**src/shared/ntw_pkg.sv**
```systemverilog
// Package of register map, field layout and timing constants for the tuning word bank
`default_nettype none
package ntw_pkg;
    // ==========================================
    // Register map (byte addresses)
    localparam logic [11:0] ADDR_NCO1_LO = 12'h328;
    localparam logic [11:0] ADDR_NCO1_HI = 12'h32c;
    localparam logic [11:0] ADDR_NCO2_LO = 12'h330;
    localparam logic [11:0] ADDR_NCO2_HI = 12'h334;
    localparam logic [11:0] ADDR_NCO3_LO = 12'h338;
    localparam logic [11:0] ADDR_NCO3_HI = 12'h33c;
    localparam logic [11:0] ADDR_CTRL = 12'h300;
    localparam logic [11:0] ADDR_STATUS = 12'h304;
    localparam logic [11:0] ADDR_PHASE_SEL = 12'h308;
    localparam logic [11:0] ADDR_PHASE_LO = 12'h30c;
    localparam logic [11:0] ADDR_PHASE_HI = 12'h310;
    // ==========================================
    // Control register fields
    localparam int CTRL_SW_SYNC_BIT = 0;
    localparam int CTRL_SELF_SYNC_BIT = 1;
    localparam int CTRL_SRC_LSB = 2;
    localparam int CTRL_SRC_W = 2;
    localparam int CTRL_DATAPATH_ENABLE_BIT = 4;
    localparam int CTRL_FAST_RECONFIG_ENABLE_BIT = 5;
    localparam logic [31:0] CTRL_MASK = 32'h0000_003f;
    // Sync sources
    localparam logic [1:0] SRC_SW = 2'h0;
    localparam logic [1:0] SRC_PIN = 2'h1;
    localparam logic [1:0] SRC_BOTH = 2'h2;
    localparam logic [1:0] SRC_NONE = 2'h3;
    // ==========================================
    // Reset values and timing
    localparam logic [63:0] WORD_RESET = 64'h0;
    localparam logic [31:0] CTRL_RESET = 32'h0;
    localparam int SELF_SYNC_PERIOD = 256;
    localparam int NUM_NCO = 3;
    localparam int WORD_W = 64;
endpackage
`default_nettype wire

```
**src/shared/ntw_acc_if.sv**
```systemverilog
// Interface carrying tuning words and update strobes to the accumulator bank
`timescale 1ns/1ps
`default_nettype none
interface ntw_acc_if;
    logic [63:0] word [3];
    logic load;
    logic run;
    logic resync;
    logic [63:0] phase [3];
    modport bank (output word, output load, output run, output resync, input phase);
    modport acc (input word, input load, input run, input resync, output phase);
endinterface
`default_nettype wire

```
**src/core/ntw_accum.sv**
```systemverilog
// Phase accumulators for the three oscillators
`timescale 1ns/1ps
`default_nettype none
module ntw_accum (
    input wire logic pclk,
    input wire logic presetn,
    ntw_acc_if.acc acc
);
    // ==========================================
    // Active words and accumulators
    logic [63:0] active [3];
    logic [63:0] next_active [3];
    logic [63:0] phase [3];
    logic [63:0] next_phase [3];

    always_comb begin
        for (int i = 0; i < ntw_pkg::NUM_NCO; i++) begin
            next_active[i] = acc.load ? acc.word[i] : active[i];
            if (acc.resync) begin
                next_phase[i] = '0;
            end else if (acc.run) begin
                // Plain add wraps modulo 2^64; signed words give mirrored tones
                next_phase[i] = phase[i] + active[i];
            end else begin
                next_phase[i] = phase[i];
            end
        end
    end

    always_ff @(posedge pclk or negedge presetn) begin
        if (!presetn) begin
            for (int i = 0; i < ntw_pkg::NUM_NCO; i++) begin
                active[i] <= ntw_pkg::WORD_RESET;
                phase[i] <= '0;
            end
        end else begin
            active <= next_active;
            phase <= next_phase;
        end
    end

    assign acc.phase = phase;
endmodule
`default_nettype wire

```
**src/core/ntw_bank.sv**
```systemverilog
// APB register bank for oscillator tuning words with sync-gated update
`timescale 1ns/1ps
`default_nettype none
module ntw_bank #(
    parameter int SYNC_PERIOD = ntw_pkg::SELF_SYNC_PERIOD
) (
    input wire logic pclk,
    input wire logic presetn,
    input wire logic psel,
    input wire logic penable,
    input wire logic pwrite,
    input wire logic [11:0] paddr,
    input wire logic [31:0] pwdata,
    input wire logic [3:0] pstrb,
    output logic [31:0] prdata,
    output logic pready,
    output logic pslverr,
    input wire logic sync_pin,
    output logic sync_event,
    output logic [63:0] nco1_phase
);
    // Counter is at most 16 bits; a period below 2 would tick every cycle
    if (SYNC_PERIOD < 2 || SYNC_PERIOD > 65536) begin : g_bad_period
        $error("SYNC_PERIOD out of range");
    end

    localparam int CW = $clog2(SYNC_PERIOD);

    ntw_acc_if acc_bus ();

    ntw_accum u_accum (
        .pclk(pclk),
        .presetn(presetn),
        .acc(acc_bus)
    );

    // ==========================================
    // Pin synchroniser and edge detect
    logic pin_meta, pin_sync, pin_prev;
    logic next_pin_prev;
    always_comb begin
        next_pin_prev = pin_sync;
    end
    always_ff @(posedge pclk or negedge presetn) begin
        if (!presetn) begin
            pin_meta <= 1'b0;
            pin_sync <= 1'b0;
            pin_prev <= 1'b0;
        end else begin
            pin_meta <= sync_pin;
            pin_sync <= pin_meta;
            pin_prev <= next_pin_prev;
        end
    end

    // ==========================================
    // Registers
    logic [63:0] word [3];
    logic [63:0] next_word [3];
    logic [31:0] ctrl, next_ctrl;
    logic [1:0] phase_sel, next_phase_sel;
    logic [CW-1:0] ss_cnt, next_ss_cnt;
    logic pend, next_pend;
    logic load, next_load;
    logic run, next_run;
    logic resync, next_resync;
    logic sync_q, next_sync_q;
    logic [31:0] next_prdata;
    logic next_pready, next_pslverr;
    logic wr, rd, sw_fire, ss_tick, ev, fast_reconfig_enable;

    function automatic logic [31:0] byte_merge(input logic [31:0] old,
                                               input logic [31:0] d,
                                               input logic [3:0] s);
        logic [31:0] r;
        r = old;
        for (int b = 0; b < 4; b++) begin
            if (s[b]) begin
                r[b*8 +: 8] = d[b*8 +: 8];
            end
        end
        return r;
    endfunction

    // Index of tuning word for an address, 3 when not a word address
    function automatic logic [1:0] word_idx(input logic [11:0] a);
        // Only bit 2 is dropped, so unaligned addresses stay unmapped
        unique case (a & 12'hffb)
            ntw_pkg::ADDR_NCO1_LO: word_idx = 2'h0;
            ntw_pkg::ADDR_NCO2_LO: word_idx = 2'h1;
            ntw_pkg::ADDR_NCO3_LO: word_idx = 2'h2;
            default: word_idx = 2'h3;
        endcase
    endfunction

    always_comb begin
        logic [1:0] wi;
        logic [1:0] src;
        wi = word_idx(paddr);
        fast_reconfig_enable = ctrl[ntw_pkg::CTRL_FAST_RECONFIG_ENABLE_BIT];
        src = ctrl[ntw_pkg::CTRL_SRC_LSB +: ntw_pkg::CTRL_SRC_W];
        // Access is decoded in its first cycle: pready pulses in the second, one wait state
        wr = psel && penable && pwrite && !pready;
        rd = psel && penable && !pwrite && !pready;
        next_word = word;
        next_ctrl = ctrl;
        next_phase_sel = phase_sel;
        next_prdata = 32'h0;
        next_pready = psel && penable && !pready;
        next_pslverr = 1'b0;
        sw_fire = 1'b0;
        if (wr) begin
            if (wi != 2'h3) begin
                if (paddr[2]) begin
                    next_word[wi][63:32] = byte_merge(word[wi][63:32], pwdata, pstrb);
                end else begin
                    next_word[wi][31:0] = byte_merge(word[wi][31:0], pwdata, pstrb);
                end
            end else if (paddr == ntw_pkg::ADDR_CTRL) begin
                next_ctrl = byte_merge(ctrl, pwdata, pstrb) & ntw_pkg::CTRL_MASK;
                // Fires only on a 0 to 1 write of the trigger bit
                sw_fire = next_ctrl[ntw_pkg::CTRL_SW_SYNC_BIT] &&
                          !ctrl[ntw_pkg::CTRL_SW_SYNC_BIT] && !fast_reconfig_enable;
            end else if (paddr == ntw_pkg::ADDR_PHASE_SEL) begin
                next_phase_sel = pstrb[0] ? pwdata[1:0] : phase_sel;
            end else if (paddr != ntw_pkg::ADDR_STATUS) begin
                next_pslverr = 1'b1;
            end
        end
        if (rd) begin
            if (wi != 2'h3) begin
                next_prdata = paddr[2] ? word[wi][63:32] : word[wi][31:0];
            end else if (paddr == ntw_pkg::ADDR_CTRL) begin
                next_prdata = ctrl;
            end else if (paddr == ntw_pkg::ADDR_STATUS) begin
                next_prdata = {31'h0, pend};
            end else if (paddr == ntw_pkg::ADDR_PHASE_SEL) begin
                next_prdata = {30'h0, phase_sel};
            end else if (paddr == ntw_pkg::ADDR_PHASE_LO && phase_sel != 2'h3) begin
                next_prdata = acc_bus.phase[phase_sel][31:0];
            end else if (paddr == ntw_pkg::ADDR_PHASE_HI && phase_sel != 2'h3) begin
                next_prdata = acc_bus.phase[phase_sel][63:32];
            end else begin
                next_pslverr = 1'b1;
            end
        end

        // Self-sync counter runs only with the datapath enabled
        ss_tick = 1'b0;
        next_ss_cnt = ss_cnt;
        if (ctrl[ntw_pkg::CTRL_SELF_SYNC_BIT] && ctrl[ntw_pkg::CTRL_DATAPATH_ENABLE_BIT]) begin
            ss_tick = (ss_cnt == CW'(SYNC_PERIOD - 1));
            next_ss_cnt = ss_tick ? '0 : ss_cnt + 1'b1;
        end else begin
            next_ss_cnt = '0;
        end

        ev = ss_tick;
        unique case (src)
            ntw_pkg::SRC_SW: ev = ev || sw_fire;
            ntw_pkg::SRC_PIN: ev = ev || (pin_sync && !pin_prev);
            ntw_pkg::SRC_BOTH: ev = ev || sw_fire || (pin_sync && !pin_prev);
            ntw_pkg::SRC_NONE: ev = ev;
        endcase
        if (fast_reconfig_enable) begin
            ev = 1'b0;
        end

        // A write in the event cycle stays pending: set wins
        next_pend = (wr && wi != 2'h3) || (pend && !ev);
        next_load = ev;
        next_resync = ss_tick && !fast_reconfig_enable;
        next_run = ctrl[ntw_pkg::CTRL_DATAPATH_ENABLE_BIT] && !fast_reconfig_enable;
        next_sync_q = ev;
    end

    always_ff @(posedge pclk or negedge presetn) begin
        if (!presetn) begin
            for (int i = 0; i < ntw_pkg::NUM_NCO; i++) begin
                word[i] <= ntw_pkg::WORD_RESET;
            end
            ctrl <= ntw_pkg::CTRL_RESET;
            phase_sel <= 2'h0;
            ss_cnt <= '0;
            pend <= 1'b0;
            load <= 1'b0;
            run <= 1'b0;
            resync <= 1'b0;
            sync_q <= 1'b0;
            prdata <= 32'h0;
            pready <= 1'b0;
            pslverr <= 1'b0;
        end else begin
            word <= next_word;
            ctrl <= next_ctrl;
            phase_sel <= next_phase_sel;
            ss_cnt <= next_ss_cnt;
            pend <= next_pend;
            load <= next_load;
            run <= next_run;
            resync <= next_resync;
            sync_q <= next_sync_q;
            prdata <= next_prdata;
            pready <= next_pready;
            pslverr <= next_pslverr;
        end
    end

    // ==========================================
    // Accumulator bank hookup
    assign acc_bus.word = word;
    assign acc_bus.load = load;
    assign acc_bus.run = run;
    assign acc_bus.resync = resync;

    logic [63:0] nco1_q;
    always_ff @(posedge pclk or negedge presetn) begin
        if (!presetn) begin
            nco1_q <= '0;
        end else begin
            nco1_q <= acc_bus.phase[0];
        end
    end
    assign nco1_phase = nco1_q;
    assign sync_event = sync_q;
endmodule
`default_nettype wire

```
**config.mk**
```make
export PLATFORM = sky130hd
export DESIGN_NAME = ntw_bank
export DESIGN_NICKNAME = d
export VERILOG_FILES = /design/src/shared/ntw_pkg.sv /design/src/shared/ntw_acc_if.sv /design/src/core/ntw_accum.sv /design/src/core/ntw_bank.sv
export SDC_FILE = /design/constraint.sdc
export NUM_CORES = 2
export LEC_CHECK = 0
export ABC_AREA = 1
export BUFFER_PORTS_ARGS = -buffer_cell sky130_fd_sc_hd__buf_4
export CORE_MARGIN = 4
export CORE_UTILIZATION = 40
export CTS_CLUSTER_SIZE = 14
export DETAILED_ROUTE_END_ITERATION = 8
export PLACE_DENSITY = 0.6
export SKIP_CTS_REPAIR_TIMING = 1
export SYNTH_ARGS = -nofsm -noshare
export SYNTH_HDL_FRONTEND = slang
export SYNTH_SLANG_ARGS = --single-unit
```
**constraint.sdc**
```tcl
create_clock -name pclk -period 3.4 [get_ports pclk]
set_input_delay 0.68 -clock pclk [delete_from_list [all_inputs] [get_ports pclk]]
set_output_delay 0.68 -clock pclk [all_outputs]
set_load 0.005 [all_outputs]
```
==> flow_metrics.py <==
metrics = {
    "finish": {
        "fillers": 12200,
        "layout-drive-gt1-share_pct": 7.85,
        "final_common_cell": "nand2_1",
        "layout_common_cells": "nand2_1, inv_1, dfrtp_1",
        "area_growth_pct": 13.3,
        "final_nets": 7510,
        "final_area_sq_mm": 0.0530,
        "final_core_util_pct": 45.6,
    },
    "setup_path": {
        "crit_top_cell": "nand2_1",
        "crit_chain": "ha_1 > nand2_1 > nor2_1 > inv_1 > nor2_1 > nand2_1 > nor2_1 > nand2_1 > nand2_1 > nand2_1 > nand3_1 > nand2_1",
        "critPathKind": "flop to flop",
        "r2r_start": "u_accum.acc.phase[162]$_DFFE_PN0P_",
        "worstSetupEndpointType": "flop",
        "path_max_fanout": 5,
        "required_ps": 4000,
        "reg2reg_slack_ps": 380,
        "crit_arrival_ps": 3630,
        "rr_endpoint": "u_accum.acc.phase[191]$_DFFE_PN0P_",
        "cp-start-kind": "flop",
        "cp_slowest_cell": "nor2_1",
        "slowest_delay_ps": 550,
        "rr_worst_depth": 12,
    },
    "clock_tree": {
        "clock_latency_ps": 720,
        "cts_buffers": 85,
        "clock_sinks": 697,
        "h-tree-depth": 3,
        "root_buffer": "clkbuf_16",
        "cts.clk_slew.worst_paths_ps": 60,
        "cts_tree": "done",
        "clk_path_buf_depth": 3,
    },
    "placed_design": {
        "placed_area_sq_mm": 0.0500,
        "dp_hpwl_mm": 178,
        "io_buffers": 152,
        "post-place-ws_ps": 340,
        "gp_congestion": 1.01,
    },
    "floorplanning": {
        "ios": 153,
        "rows": 125,
        "die_w_microns": 350,
        "die_y_microns": 350,
        "start_util_pct": 40.3,
        "die-area_sq_mm": 0.123,
        "core_area_sq_mm": 0.116,
    },
    "timing": {
        "finalCritPeriodShare_pct": 88.9,
        "finalHoldViolCount": 0,
        "slew_viol_final": 0,
        "slew_headroom_pct": 27.0,
        "fin_ws_ps": 377,
        "setup_tns_ps": 0,
        "grt_setup_unrepaired": "no",
        "fin_skew_ps": 51.0,
        "fin_crit_ps": 3020,
        "setup_viol": 0,
        "fmax_mhz": 331,
        "whs_ps": 70.0,
        "tightest_slew_ps": 1100,
    },
    "hold_path": {
        "hold_class": "input port to flop",
        "min_to": "pin_meta$_DFF_PN0_",
        "hold_depth": 1,
        "min_from": "sync_pin",
    },
    "detailed_routing": {
        "wl_met2_mm": 90.5,
        "firstDrtPassIters": 6,
        "avgRoutedWirePerCell_microns": 25.0,
        "top_layer_used": "met5",
        "vias": 48000,
        "drt_iter0_drc": 5477,
        "viasPerCell": 5.43,
        "drt-met1-wl_mm": 98.6,
        "final_antenna_net_count": 0,
        "routed_wl_mm": 221,
        "met3WireLength_mm": 20.3,
        "post-route-drc-count": 0,
    },
    "yosys": {
        "ys_types": 47,
        "syn_nets": 7385,
        "synth_edf_count": 0,
        "synth_ff_type": "dfrtp_1",
        "synth_warnings": 0,
        "ys_async_sr_fraction_pct": 100,
        "ys_seq_area_share_pct": 37.3,
        "synthCells": 7135,
        "syn_area_sq_mm": 0.0468,
        "synth-seq-cells": 697,
        "syn_area_per_cell_sq_um": 6.56,
    },
    "grt": {
        "track_usage_pct": 35.6,
        "grt-ovfl-total": 0,
        "grt_pass1_vias": 44100,
        "antenna_found_initial": 10,
        "grt_pass1_wl_mm": 315,
        "grt_start_max_net_pins": 110,
    },
    "power_and_ir_drop": {
        "leakage_nw": 29.4,
        "powerDensity_mw_per_mm2": 367,
        "peakVddDrop_mv": 0.437,
    },
    "job": {
        "cap_violations": 0,
    },
    "status": {
        "outcome": "complete, no violations",
    },
}
-- registers in the layout, indices dropped and copies added (netlist names), 2 cells and up --
| name | count |
|---|---|
| prdata | 32 |
| phase_sel | 2 |
| ctrl | 6 |
| ss_cnt | 8 |
| u_accum.acc.phase | 192 |
| nco1_phase | 64 |
| acc_bus.word | 192 |
| u_accum.active | 192 |
-- critical path: cells and delay by family, from the launching register on --
family / cells / cell delay (ps)
adder cells (fa/ha/maj): 1 / 530
flip-flops: 1 / 530
buffers and inverters: 1 / 130
AND/OR/NAND/NOR: 10 / 1740
-- Yosys cell counts, types with 41 or more instances --
| master | n | area share, % |
|---|---|---|
| nand2_1 | 2466 | 20 |
| inv_1 | 1164 | 9.3 |
| dfrtp_1 | 697 | 37 |
| nand3_1 | 597 | 6.4 |
| nor2_1 | 573 | 4.6 |
| a21oi_1 | 423 | 4.5 |
| o21ai_0 | 359 | 3.8 |
| ha_1 | 193 | 5.2 |
| clkbuf_1 | 127 | 1.0 |
| nor3_1 | 70 | 0.75 |
| nand4_1 | 51 | 0.68 |
| buf_1 | 46 | 0.37 |
| mux2_2 | 46 | 1.1 |
| nand3_2 | 43 | 0.92 |
| or2_2 | 41 | 0.55 |
-- layer usage --
layer / track usage [%] / vias to the layer above
met1: 51.5 / 22900
met2: 51.2 / 2218
met5: 0 / -
li1: - / 22600
met3: 6.86 / 323
met4: 16.5 / 6
-- metrics by stage --
step	power [mW]	std cells
4_1_cts	19.6	8847
3_5_place_dp	9.59	8696
6_report	19.5	8852
3_3_place_gp	9.59	8696
5_1_grt	20.0	8848
2_1_floorplan	9.00	7135
-- report_power, final --
group / leakage, nW / switching [mW] / total [mW] / internal (mW)
clock network: 1.47 / 4.07 / 10.0 / 5.94
logic: 19.7 / 0.788 / 1.08 / 0.292
registers: 8.24 / 0.0503 / 8.38 / 8.33
-- layout make-up --
type,instances,area [sq um],share of cell area (%)
clock buffer,115,2420,4.56
clock inverter,36,611,1.15
sequential,697,17400,32.9
antenna,4,10.0,0.0189
multi-input combinational,5034,23900,45.0
tap,1524,1910,3.60
inverter,1176,4420,8.34
timing repair buffer,266,2320,4.37
-- logic make-up after synthesis --
| kind of cell | synth area share, % |
|---|---|
| and+or+nand+nor | 34.5 |
| buffers and inverters | 11.7 |
| AOI/OAI and AO/OA | 9.93 |
| DFF | 37.3 |
| adders and majority gates | 5.29 |
| muxes | 1.11 |
| xor gates and xnor gates | 0.168 |
-- how the worst max path moves through the flow --
| stage | start | endpoint | slack, ps | depth (start not counted) |
|---|---|---|---|---|
| finish | u_accum.acc.phase[162]$_DFFE_PN0P_ | u_accum.acc.phase[191]$_DFFE_PN0P_ | 380 | 12 |
| global route | u_accum.acc.phase[162]$_DFFE_PN0P_ | u_accum.acc.phase[191]$_DFFE_PN0P_ | 280 | 12 |
| CTS | u_accum.acc.phase[162]$_DFFE_PN0P_ | u_accum.acc.phase[191]$_DFFE_PN0P_ | 570 | 12 |
| detailed placement | paddr[10] | prdata[11]$_DFF_PN0_ | 340 | 10 |
| global placement | paddr[10] | prdata[11]$_DFF_PN0_ | 330 | 10 |
| floorplan | paddr[7] | acc_bus.word[65]$_DFFE_PN0P_ | 1230 | 15 |
No activity file was read; power rests on OpenSTA's default activity.
